## src/rtl/clk_ctrl_defs.svh

```systemverilog
// Register indices, field slices, reset values and timing counts of the clock controller.
// Assumes inclusion by bare name from the controller design file and the bench.
`ifndef CLK_CTRL_DEFS_SVH
`define CLK_CTRL_DEFS_SVH

// Register indices; byte address is four times the index
`define IDX_CTRL_A 5'h00
`define IDX_CTRL_B 5'h01
`define IDX_LOCK 5'h02
`define IDX_STATUS 5'h03
`define IDX_FOSC_CTRL 5'h10
`define IDX_FOSC_FREQ 5'h11
`define IDX_FOSC_TEMP 5'h12
`define IDX_RANGE 6:2

// Field slices within the low byte
`define A_OUT 7
`define A_SEL 1:0
`define B_DIV 4:1
`define B_PEN 0
`define LOCK_BIT 0
`define ST_FLAGS 7:4
`define ST_PEND 0
`define FOSC_RSTBY 1
`define FREQ_FIELD 5:0
`define TEMP_FIELD 3:0
`define CALLOCK_BIT 7

// Reset values
`define RST_OUT 1'b0
`define RST_SEL 2'h0
`define RST_DIV 4'h8
`define RST_PEN 1'b1

// Fast oscillator gate opens after this many oscillator cycles
`define GATE_CYCLES 3'h4

// Bus responses
`define RESP_OKAY 2'h0
`define RESP_DECERR 2'h3

`endif

```

## src/rtl/clk_ctrl_pkg.sv

```systemverilog
// Types shared by the clock controller: bus structs, state enums, ratio decode.
// Assumes the defines header is on the include path.
package clk_ctrl_pkg;

    typedef struct packed {
        logic awvalid;
        logic [7:0] awaddr;
        logic wvalid;
        logic [31:0] wdata;
        logic [3:0] wstrb;
        logic bready;
        logic arvalid;
        logic [7:0] araddr;
        logic rready;
    } axi_req_s;

    typedef struct packed {
        logic awready;
        logic wready;
        logic bvalid;
        logic [1:0] bresp;
        logic arready;
        logic rvalid;
        logic [31:0] rdata;
        logic [1:0] rresp;
    } axi_rsp_s;

    typedef enum logic [1:0] {
        SRC_FAST = 2'h0,
        SRC_ULP = 2'h1,
        SRC_XTAL = 2'h2,
        SRC_EXT = 2'h3
    } src_e;

    typedef enum logic {
        SW_IDLE = 1'b0,
        SW_PEND = 1'b1
    } switch_e;

    typedef enum logic [1:0] {
        FO_OFF = 2'h0,
        FO_WARM = 2'h1,
        FO_COUNT = 2'h3,
        FO_OPEN = 2'h2
    } fosc_e;

    // Division code to ratio; reserved codes fall back to two
    function automatic logic [6:0] div_ratio(input logic [3:0] code);
        logic [6:0] r;
        r = 7'h02;
        unique case (code)
            4'h0: r = 7'h02;
            4'h1: r = 7'h04;
            4'h2: r = 7'h08;
            4'h3: r = 7'h10;
            4'h4: r = 7'h20;
            4'h5: r = 7'h40;
            4'h8: r = 7'h06;
            4'h9: r = 7'h0A;
            4'hA: r = 7'h0C;
            4'hB: r = 7'h18;
            4'hC: r = 7'h30;
            default: r = 7'h02;
        endcase
        return r;
    endfunction

endpackage

```

## src/rtl/main_clock_select_prescale_control.sv

```systemverilog
// Clock controller registers: main source select, prescaler, lock, status, fast osc trims.
// Assumes an AXI4-Lite master on the bus structs and oscillator status synchronous to clk.
//
// The AXI4-Lite register port is this design's own decision.
`timescale 1ns/1ps
`include "clk_ctrl_defs.svh"

module main_clock_select_prescale_control #(
    parameter logic [5:0] FREQ_TRIM_16 = 6'h20,
    parameter logic [5:0] FREQ_TRIM_20 = 6'h20,
    parameter logic [3:0] TEMP_TRIM_16 = 4'h8,
    parameter logic [3:0] TEMP_TRIM_20 = 4'h8,
    parameter int DIV_CNT_W = 7
) (
    input wire logic clk_sys_i,
    input wire logic sys_rst_i,
    input wire clk_ctrl_pkg::axi_req_s axi_i,
    output clk_ctrl_pkg::axi_rsp_s axi_o,
    input wire logic protect_open_i,
    input wire logic sleep_i,
    input wire logic sysclk_in_use_i,
    input wire logic [3:0] periph_request_i,
    input wire logic [3:0] source_ready_i,
    input wire logic fast_osc_tick_i,
    input wire logic fuse_frequency_select_i,
    input wire logic fuse_calibration_lock_i,
    output logic system_clock_pin_output_o,
    output clk_ctrl_pkg::src_e main_source_active_o,
    output logic peripheral_clock_tick_o,
    output logic fast_osc_run_o,
    output logic fast_osc_gate_o,
    output logic [5:0] fast_osc_frequency_trim_o,
    output logic [3:0] fast_osc_temperature_slope_o
);
    import clk_ctrl_pkg::*;

    if (DIV_CNT_W < 7) begin : g_check
        $error("DIV_CNT_W must be at least 7");
    end

    // ****************************************
    // Declarations
    // ****************************************
    axi_rsp_s rsp_q;
    logic aw_have_q;
    logic w_have_q;
    logic [4:0] wr_idx_q;
    logic [7:0] wr_byte_q;
    logic wr_lane_q;
    logic aw_take;
    logic w_take;
    logic wr_fire;
    logic wr_en;
    logic [7:0] rd_byte;
    logic [4:0] rd_idx;

    logic clk_out_en_q;
    src_e main_source_select_q;
    src_e active_q;
    logic [3:0] prescaler_division_q;
    logic prescaler_enable_q;
    logic main_settings_lock_q;
    switch_e sw_q;
    logic [3:0] stab_q;
    logic run_in_standby_q;
    logic [5:0] freq_trim_q;
    logic [3:0] temp_trim_q;
    logic cal_lock_q;
    fosc_e fo_q;
    logic [2:0] gate_cnt_q;
    logic system_clock_pin_output_q;
    logic run_q;
    logic gate_q;

    logic [3:0] requested;
    logic main_wr_ok;
    logic cal_wr_ok;

    // Index is mapped to a register
    function automatic logic is_mapped(input logic [4:0] idx);
        return (idx == `IDX_CTRL_A) || (idx == `IDX_CTRL_B) || (idx == `IDX_LOCK) ||
            (idx == `IDX_STATUS) || (idx == `IDX_FOSC_CTRL) ||
            (idx == `IDX_FOSC_FREQ) || (idx == `IDX_FOSC_TEMP);
    endfunction

    // ****************************************
    // Bus slave
    // ****************************************
    assign aw_take = axi_i.awvalid && rsp_q.awready;
    assign w_take = axi_i.wvalid && rsp_q.wready;
    assign wr_fire = aw_have_q && w_have_q && !rsp_q.bvalid;
    assign wr_en = wr_fire && wr_lane_q;
    assign rd_idx = axi_i.araddr[`IDX_RANGE];

    always_ff @(posedge clk_sys_i) begin
        if (sys_rst_i) begin
            rsp_q <= '0;
            aw_have_q <= 1'b0;
            w_have_q <= 1'b0;
            wr_idx_q <= '0;
            wr_byte_q <= '0;
            wr_lane_q <= 1'b0;
        end else begin
            if (aw_take) begin
                aw_have_q <= 1'b1;
                wr_idx_q <= axi_i.awaddr[`IDX_RANGE];
                rsp_q.awready <= 1'b0;
            end else if (wr_fire) begin
                aw_have_q <= 1'b0;
                rsp_q.awready <= 1'b1;
            end else begin
                rsp_q.awready <= !aw_have_q;
            end
            if (w_take) begin
                w_have_q <= 1'b1;
                wr_byte_q <= axi_i.wdata[7:0];
                wr_lane_q <= axi_i.wstrb[0];
                rsp_q.wready <= 1'b0;
            end else if (wr_fire) begin
                w_have_q <= 1'b0;
                rsp_q.wready <= 1'b1;
            end else begin
                rsp_q.wready <= !w_have_q;
            end
            if (wr_fire) begin
                rsp_q.bvalid <= 1'b1;
                rsp_q.bresp <= is_mapped(wr_idx_q) ? `RESP_OKAY : `RESP_DECERR;
            end else if (axi_i.bready && rsp_q.bvalid) begin
                rsp_q.bvalid <= 1'b0;
            end
            if (axi_i.arvalid && rsp_q.arready) begin
                rsp_q.arready <= 1'b0;
                rsp_q.rvalid <= 1'b1;
                rsp_q.rdata <= {24'h000000, rd_byte};
                rsp_q.rresp <= is_mapped(rd_idx) ? `RESP_OKAY : `RESP_DECERR;
            end else if (axi_i.rready && rsp_q.rvalid) begin
                rsp_q.rvalid <= 1'b0;
                rsp_q.arready <= 1'b1;
            end else begin
                rsp_q.arready <= !rsp_q.rvalid;
            end
        end
    end

    assign axi_o = rsp_q;

    // Read mux; reserved bits stay zero
    always_comb begin
        rd_byte = 8'h00;
        unique case (rd_idx)
            `IDX_CTRL_A: begin
                rd_byte[`A_OUT] = clk_out_en_q;
                rd_byte[`A_SEL] = main_source_select_q;
            end
            `IDX_CTRL_B: begin
                rd_byte[`B_DIV] = prescaler_division_q;
                rd_byte[`B_PEN] = prescaler_enable_q;
            end
            `IDX_LOCK: rd_byte[`LOCK_BIT] = main_settings_lock_q;
            `IDX_STATUS: begin
                rd_byte[`ST_FLAGS] = stab_q;
                rd_byte[`ST_PEND] = (sw_q == SW_PEND);
            end
            `IDX_FOSC_CTRL: rd_byte[`FOSC_RSTBY] = run_in_standby_q;
            `IDX_FOSC_FREQ: rd_byte[`FREQ_FIELD] = freq_trim_q;
            `IDX_FOSC_TEMP: begin
                rd_byte[`CALLOCK_BIT] = cal_lock_q;
                rd_byte[`TEMP_FIELD] = temp_trim_q;
            end
            default: rd_byte = 8'h00;
        endcase
    end

    // ****************************************
    // Write permission
    // ****************************************
    assign main_wr_ok = wr_en && protect_open_i && !main_settings_lock_q;
    // Trims refuse under fuse lock, or main lock with the fast source active
    assign cal_wr_ok = wr_en && protect_open_i && !cal_lock_q &&
        !(main_settings_lock_q && active_q == SRC_FAST);

    // ****************************************
    // Main clock control
    // ****************************************
    always_ff @(posedge clk_sys_i) begin
        if (sys_rst_i) begin
            clk_out_en_q <= `RST_OUT;
            main_source_select_q <= src_e'(`RST_SEL);
            prescaler_division_q <= `RST_DIV;
            prescaler_enable_q <= `RST_PEN;
        end else if (main_wr_ok && wr_idx_q == `IDX_CTRL_A) begin
            clk_out_en_q <= wr_byte_q[`A_OUT];
            main_source_select_q <= src_e'(wr_byte_q[`A_SEL]);
        end else if (main_wr_ok && wr_idx_q == `IDX_CTRL_B) begin
            prescaler_division_q <= wr_byte_q[`B_DIV];
            prescaler_enable_q <= wr_byte_q[`B_PEN];
        end
    end

    always_ff @(posedge clk_sys_i) begin
        if (sys_rst_i) begin
            main_settings_lock_q <= 1'b0;
        end else if (main_wr_ok && wr_idx_q == `IDX_LOCK && wr_byte_q[`LOCK_BIT]) begin
            main_settings_lock_q <= 1'b1;
        end
    end

    // ****************************************
    // Source switching and status
    // ****************************************
    always_comb begin
        for (int i = 0; i < 4; i++) begin
            requested[i] = periph_request_i[i] || (active_q == src_e'(i[1:0])) ||
                ((sw_q == SW_PEND) && (main_source_select_q == src_e'(i[1:0])));
        end
    end

    always_ff @(posedge clk_sys_i) begin
        if (sys_rst_i) begin
            stab_q <= '0;
        end else begin
            stab_q[0] <= requested[0] && (fo_q == FO_OPEN);
            stab_q[3:1] <= requested[3:1] & source_ready_i[3:1];
        end
    end

    // Switch only once the new source is stable
    always_ff @(posedge clk_sys_i) begin
        if (sys_rst_i) begin
            sw_q <= SW_IDLE;
            active_q <= src_e'(`RST_SEL);
        end else begin
            unique case (sw_q)
                SW_IDLE: sw_q <= SW_IDLE;
                SW_PEND: begin
                    if (stab_q[main_source_select_q]) begin
                        active_q <= main_source_select_q;
                        sw_q <= SW_IDLE;
                    end
                end
            endcase
            // A new request beats a completion in the same cycle
            if (main_wr_ok && wr_idx_q == `IDX_CTRL_A &&
                src_e'(wr_byte_q[`A_SEL]) != active_q) begin
                sw_q <= SW_PEND;
            end
        end
    end

    assign main_source_active_o = active_q;

    // ****************************************
    // Fast oscillator control and trims
    // ****************************************
    always_ff @(posedge clk_sys_i) begin
        if (sys_rst_i) begin
            run_in_standby_q <= 1'b0;
        end else if (wr_en && protect_open_i && wr_idx_q == `IDX_FOSC_CTRL) begin
            run_in_standby_q <= wr_byte_q[`FOSC_RSTBY];
        end
    end

    // Factory trims follow the fuse frequency select
    always_ff @(posedge clk_sys_i) begin
        if (sys_rst_i) begin
            freq_trim_q <= fuse_frequency_select_i ? FREQ_TRIM_20 : FREQ_TRIM_16;
            temp_trim_q <= fuse_frequency_select_i ? TEMP_TRIM_20 : TEMP_TRIM_16;
            cal_lock_q <= fuse_calibration_lock_i;
        end else if (cal_wr_ok && wr_idx_q == `IDX_FOSC_FREQ) begin
            freq_trim_q <= wr_byte_q[`FREQ_FIELD];
        end else if (cal_wr_ok && wr_idx_q == `IDX_FOSC_TEMP) begin
            temp_trim_q <= wr_byte_q[`TEMP_FIELD];
        end
    end

    assign fast_osc_frequency_trim_o = freq_trim_q;
    assign fast_osc_temperature_slope_o = temp_trim_q;

    always_ff @(posedge clk_sys_i) begin
        if (sys_rst_i) begin
            run_q <= 1'b0;
        end else begin
            run_q <= run_in_standby_q || requested[0];
        end
    end

    assign fast_osc_run_o = run_q;

    // Gate sequence: analog start (skipped in run standby), then count oscillator cycles
    always_ff @(posedge clk_sys_i) begin
        if (sys_rst_i) begin
            fo_q <= FO_OFF;
            gate_cnt_q <= '0;
            gate_q <= 1'b0;
        end else if (!requested[0]) begin
            fo_q <= FO_OFF;
            gate_cnt_q <= '0;
            gate_q <= 1'b0;
        end else begin
            unique case (fo_q)
                FO_OFF: fo_q <= run_in_standby_q ? FO_COUNT : FO_WARM;
                FO_WARM: begin
                    if (source_ready_i[0]) begin
                        fo_q <= FO_COUNT;
                    end
                end
                FO_COUNT: begin
                    if (fast_osc_tick_i) begin
                        gate_cnt_q <= gate_cnt_q + 3'h1;
                        if (gate_cnt_q == `GATE_CYCLES - 3'h1) begin
                            fo_q <= FO_OPEN;
                            gate_q <= 1'b1;
                        end
                    end
                end
                FO_OPEN: fo_q <= FO_OPEN;
            endcase
        end
    end

    assign fast_osc_gate_o = gate_q;

    // ****************************************
    // Clock out pin and prescaler
    // ****************************************
    always_ff @(posedge clk_sys_i) begin
        if (sys_rst_i) begin
            system_clock_pin_output_q <= 1'b0;
        end else if (clk_out_en_q && !(sleep_i && !sysclk_in_use_i)) begin
            system_clock_pin_output_q <= !system_clock_pin_output_q;
        end else begin
            system_clock_pin_output_q <= 1'b0;
        end
    end

    assign system_clock_pin_output_o = system_clock_pin_output_q;

    clk_prescaler #(
        .CNT_W(DIV_CNT_W)
    ) u_prescaler (
        .clk_sys_i(clk_sys_i),
        .sys_rst_i(sys_rst_i),
        .enable_i(prescaler_enable_q),
        .code_i(prescaler_division_q),
        .tick_o(peripheral_clock_tick_o)
    );

    // ****************************************
    // Checks
    // ****************************************
    AST_LOCK_STICKY: assert property (@(posedge clk_sys_i) disable iff (sys_rst_i)
        main_settings_lock_q |=> main_settings_lock_q)
        else $error("main settings lock released without reset");

    AST_LOCK_BLOCKS: assert property (@(posedge clk_sys_i) disable iff (sys_rst_i)
        main_settings_lock_q && wr_fire |=>
        $stable({clk_out_en_q, main_source_select_q, prescaler_division_q}))
        else $error("main control changed while locked");

    AST_KEY_REQUIRED: assert property (@(posedge clk_sys_i) disable iff (sys_rst_i)
        !protect_open_i |=> $stable({run_in_standby_q, prescaler_enable_q, freq_trim_q}))
        else $error("protected register changed without key");

    AST_FUSE_LOCK: assert property (@(posedge clk_sys_i) disable iff (sys_rst_i)
        cal_lock_q && $past(cal_lock_q) |-> $stable({freq_trim_q, temp_trim_q}))
        else $error("trim changed under fuse lock");

    AST_SWITCH_DONE: assert property (@(posedge clk_sys_i) disable iff (sys_rst_i)
        sw_q == SW_PEND && stab_q[main_source_select_q] && !main_wr_ok |=>
        sw_q == SW_IDLE && active_q == $past(main_source_select_q))
        else $error("source switch did not complete");

    AST_GATE_REQ: assert property (@(posedge clk_sys_i) disable iff (sys_rst_i)
        !requested[0] |=> fo_q == FO_OFF)
        else $error("fast gate open without request");

    AST_SYSTEM_CLOCK_PIN_OUTPUT_SLEEP: assert property (@(posedge clk_sys_i) disable iff (sys_rst_i)
        sleep_i && !sysclk_in_use_i |=> !system_clock_pin_output_q)
        else $error("clock out toggles in sleep");

    AST_STANDBY_RUN: assert property (@(posedge clk_sys_i) disable iff (sys_rst_i)
        run_in_standby_q |=> fast_osc_run_o)
        else $error("fast oscillator stopped in run standby");

endmodule

```

## src/rtl/clk_prescaler.sv

```systemverilog
// Peripheral clock prescaler: one-cycle tick per divided period of the main clock.
// Assumes the main clock is the module clock; a new ratio is taken only at a period end.
`timescale 1ns/1ps
module clk_prescaler #(
    parameter int CNT_W = 7
) (
    input wire logic clk_sys_i,
    input wire logic sys_rst_i,
    input wire logic enable_i,
    input wire logic [3:0] code_i,
    output logic tick_o
);
    import clk_ctrl_pkg::*;

    if (CNT_W < 7) begin : g_check
        $error("clk_prescaler: CNT_W must be at least 7");
    end

    logic [CNT_W-1:0] cnt_q;
    logic [CNT_W-1:0] ratio_q;
    logic tick_q;

    // ****************************************
    // Divider
    // ****************************************
    always_ff @(posedge clk_sys_i) begin
        if (sys_rst_i) begin
            cnt_q <= '0;
            ratio_q <= CNT_W'(1);
            tick_q <= 1'b0;
        end else if (cnt_q >= ratio_q - CNT_W'(1)) begin
            cnt_q <= '0;
            tick_q <= 1'b1;
            // Ratio reloads only on a wrap, so no short period
            ratio_q <= enable_i ? CNT_W'(div_ratio(code_i)) : CNT_W'(1);
        end else begin
            cnt_q <= cnt_q + CNT_W'(1);
            tick_q <= 1'b0;
        end
    end

    assign tick_o = tick_q;

    AST_TICK_ON_WRAP: assert property (@(posedge clk_sys_i) disable iff (sys_rst_i)
        tick_q |-> cnt_q == '0)
        else $error("prescaler tick away from period start");

    AST_RATIO_HELD: assert property (@(posedge clk_sys_i) disable iff (sys_rst_i)
        (cnt_q != '0) && $past(cnt_q != '0) |-> $stable(ratio_q))
        else $error("prescaler ratio changed mid period");

endmodule

```

## config.mk

```make
export PLATFORM = sky130hd
export DESIGN_NAME = main_clock_select_prescale_control
export DESIGN_NICKNAME = d
export VERILOG_FILES = /design/src/rtl/clk_ctrl_pkg.sv /design/src/rtl/main_clock_select_prescale_control.sv /design/src/rtl/clk_prescaler.sv
export VERILOG_INCLUDE_DIRS = /design/src /design/src/rtl
export SDC_FILE = /design/constraint.sdc
export NUM_CORES = 1
export LEC_CHECK = 0
export ABC_CLOCK_PERIOD_IN_PS = 4750
export BUFFER_PORTS_ARGS = -buffer_cell sky130_fd_sc_hd__buf_2
export CAP_MARGIN = 15
export CORE_MARGIN = 10
export CORE_UTILIZATION = 23
export DETAILED_ROUTE_END_ITERATION = 16
export GPL_TIMING_DRIVEN = 0
export PLACE_DENSITY_LB_ADDON = 0.08
export SLEW_MARGIN = 30
export SYNTH_ARGS = -nofsm -noshare
export SYNTH_HDL_FRONTEND = slang
export SYNTH_SLANG_ARGS = --single-unit
```

## constraint.sdc

```tcl
create_clock -name clk_sys_i -period 4.75 [get_ports clk_sys_i]
set_input_delay 1.1875 -clock clk_sys_i [delete_from_list [all_inputs] [get_ports clk_sys_i]]
set_output_delay 1.1875 -clock clk_sys_i [all_outputs]
set_load 0.1 [all_outputs]
```

# Word-level counts from Yosys, hierarchy flattened
# Memories as Yosys holds them, arrays and structs flattened. A register that Yosys moved wholly into a read port is not among the register bits.
# Cells that the tools add are included.
# classes
add_sub_neg,3
magnitude_cmp,2
n_eq_ne,26
mux,33
n_bitwise,6
n_reduce_logical,80
# ops
op,n
$eq 5x5->1 const B,6
$logic_and 1x1->1,28
$logic_or 1x1->1,21
$eq 5x2->1 const B,4
$mux 1,15
$eq 2x2->1 const B,6
$mux 2,6
$reduce_or 2->1,6
$eq 5x1->1 const B,2
$logic_not 1->1,10
$logic_not 5->1,2
$mux 4,2
$pmux 2 s4,1
$reduce_and 2->1,4
$reduce_bool 2->1,4
$add 7x1->7 const B,1
$ge 7x7->1,1
$mux 7,1
$sub 7x1->7 const B,1
$eq 2x1->1 const B,3
$logic_not 2->1,3
$ne 2x2->1 const B,3
$pmux 1 s3,2
$pmux 1 s6,1
other kinds (11),17
# totals
ff_bits,84
rom_bits,96
in_bits,73
out_inout_bits,57
wordCells,184
mem_count,1
# memory_table
name,depth,word_bits,read_ports,rd_clocked_by_memory_dff,write_ports,line,rtl
(name not given),16,6,1,1,0,clk_ctrl_pkg.sv:51,unique case (code)

# Longest topological paths before layout
# logic_depth
depth_word,10
mapped_depth,10
ltp_nobuf,10

# By module
# From an unflattened synthesis, not the netlist that was laid out.
# unflattened
hier_cells,445
hier_area_um2,3987.6
# modules_own_cells
module,n_inst,cells_per_inst,area_each_um2,seq_area_each_um2
main_clock_select_prescale_control,1,341,3054.2,1331.3
clk_prescaler,1,104,933.4,300.3

# Worst setup path before layout
# OpenSTA, ideal clock, no wires.
# synth_path
kind,in2reg
from,input port protect_open_i
to,register (tool-made name)
setup_ns,0.121
arrival_time_ns,2.505
required_ns,4.629
slack_ns,2.125
stages,5
path_buffers,0
path_cell_list,nand2_1 > nor4_4 > mux2i_1 > a21oi_1 > mux2_2
# synth_lines
item,line,rtl
from (decl),main_clock_select_prescale_control.sv:19,"input wire logic protect_open_i,"

# Final worst setup path
# layout_path
from,input port sys_rst_i
to,register rsp_q (netlist bit axi_o[9])
# layout_lines
item,line,rtl
from (decl),main_clock_select_prescale_control.sv:16,"input wire logic sys_rst_i,"
to (decl),main_clock_select_prescale_control.sv:44,axi_rsp_s rsp_q;
# No word-level cell between the ends.

==> results.cfg <==
[run_status]
status = finished, final reports clean

[sta]
period_needed_ns = 2.748
tightestPinTransition_ns = 0.7387
slew_headroom = 0.5075
finalSetupViolations = 0
rsz0062_at_grt = false
fin_crit_sh = 0.5786
finalHoldViolCount = 0
tns_ns = 0
fmaxAchievable_ghz = 0.3638
skew_ns = 0.008797
finalWorstSetupSlack_ns = 2.002
drv_slew = 0

[die]
placement_rows = 48
io_pins = 130
fp.dieH_um = 152.0
core_region_area_mm2 = 0.01718
die_w_um = 152.0
die_area_mm2 = 0.02309
initial_core_util = 0.2332

[power_and_ir_drop]
p_per_area_mw_per_mm2 = 401.0
ir_worst_vdd_mv = 0.1753
finalPower_w = 0.002016
p_leak_nw = 2.113

[logic_synthesis]
yosysSeqAreaShare = 0.4374
yosys_warnings = 0
ys_async_sr_fraction = 0
synth.top_cell.area_share = 0.4299
ys.flop_type = dfxtp_1
syn-cell-area_mm2 = 0.004005
avgSynthCellArea_um2 = 8.980
synthTopCellsByArea = dfxtp_1 43%, mux2i_1 6.5%, buf_4 4.9%
netlist_instances = 446
synth_edf_count = 1
synth_cell_type_count = 52
synth-seq-cells = 87
synth_top_cell_by_area = dfxtp_1

[detailed_routing]
antenna_left = 0
dr.pass1.iters = 4
viasPerCell = 4.216
avgRoutedWirePerCell_um = 15.09
drc = 0
vias = 3280
routed_wirelength_um = 11740
drt_first_iter_violations = 123

[cts]
clockBufferDepth = 2
cts_setup_buffers = 0
cts_root_buf = clkbuf_16
path_clk_slew_ns = 0.07
post_cts_resized = 0
cts_buffers = 9
cts_tree = yes
cts_hold_buf = 0
clock_latency_ns = 0.35
cts_htree_levels = 3
clock_sinks = 87

[worst_setup_path]
critPathArrivalTime_ns = 2.95
critPathMaxStageDelay_ns = 0.54
cp_max_fo = 10
cp_cell_sequence = buf_2 > clkbuf_1 > clkbuf_1 > clkbuf_1 > nor3_1
path_class = in -> reg
slowest_stage = clkbuf_1
cp_common_cell = clkbuf_1
critPathLaunchType = input pin
crit_required_ns = 4.95
end_kind = flip-flop

[finish]
final_common_cell = dfxtp_1
final_cell_mix = 86 x dfxtp_1, 69 x buf_2, 39 x nand2_1, 38 x nor2_1, 30 x a21oi_1
nets = 632
syn_to_final_growth_pct = 25.49
drive_above_1_share = 0.2224
fill_cells = 1873
diodes = 0

[global_route]
overflow = 0
grt_pass1_vias = 3429
grt_first_pass_wirelength_um = 18960
grt_start_max_net_pins = 15
antenna_found_initial = 0
grt_usage = 0.1026

[placement]
place_hpwl_um = 9310
io_buffers = 68
dpl_worst_slack_ns = 1.548
place_congestion = 0.7683

[min_path]
hp-class = reg -> reg

[run]
max-cap-violations = 0
[synth_stat cells, types with 11 or more instances]
cell type,count
inv_1,13
mux2i_1,26
nand3_1,23
nor3_1,13
nand2_1,39
nor2b_1,15
nor2_1,38
ha_1,11
dfxtp_1,86
a21oi_1,31
clkbuf_1,22
buf_4,26
nand2b_1,15
[through the flow]
stage	hold slack, ns	instance area (um^2)	cells	util
floorplan	0.4202	4091	469	-
global placement	0.4154	4713	762	0.2744
detailed placement	0.4127	4713	762	0.2744
CTS	0.4290	5022	778	0.2924
global route	0.4551	5026	778	0.2926
finish	0.4239	5026	778	0.2926
[area by class of cell]
cell class              instances  area (um^2)  share of cell area
clock buffers                  11        252.7             0.05029
inverters                      13        48.80            0.009709
flip-flops and latches         87         1752              0.3485
clock inverters                 5        56.30             0.01120
plain buffers                  49        282.8             0.05626
repair buffers                 68        340.3             0.06771
well taps                     225        281.5             0.05601
multi-input cells             320         2012              0.4003
[path summary, 6_finish.rpt]
kind | startpoint | end | slack (ns) | cells after the start
worst min-delay path | system_clock_pin_output_o | system_clock_pin_output_o | 0.42 | 1
worst max register to register | u_prescaler.ratio_q[0] | u_prescaler.ratio_q[0] | 2.33 | 10
worst min register to register | system_clock_pin_output_o | system_clock_pin_output_o | 0.42 | 1
worst max-delay path | sys_rst_i | axi_o[9] | 2.00 | 5
[worst max-delay path: cells and delay by family]
family / cells / cell delay (ns)
buf+inv: 4 / 1.62
simple gates: 1 / 0.13
[state kept, by name (all words and copies together) (netlist names), 3 cells and up, named ones only]
name,cells
prescaler_division_q,4
wr_byte_q,7
u_prescaler.cnt_q,7
u_prescaler.ratio_q,7
gate_cnt_q,3
axi_o,15
wr_idx_q,5
fast_osc_frequency_trim_o,6
stab_q,4
fast_osc_temperature_slope_o,4
[cells by family after synthesis]
| kind of cell | synth area share |
|---|---|
| mux | 0.08185 |
| other cells | 0.0009363 |
| simple gates | 0.2227 |
| compound gates | 0.1115 |
| flops | 0.4374 |
| buf+inv | 0.08279 |
| xor+xnor | 0.02843 |
| fa+ha+maj | 0.03436 |
[where the power goes]
group	switching (W)	internal [W]
sequential	0.0000321	0.000769
combinational	0.000329	0.000156
clock	0.000294	0.000435
total	0.000655	0.00136
[routing by layer]
layer	track usage	vias to the layer above	wire length (um)
li1	-	1706	-
met1	0.1248	1496	5431
met2	0.1677	66	5594
met3	0.03161	12	566
met4	0.03485	0	151
met5	0	-	0
Note: power is estimated with default switching activity, not from simulation.
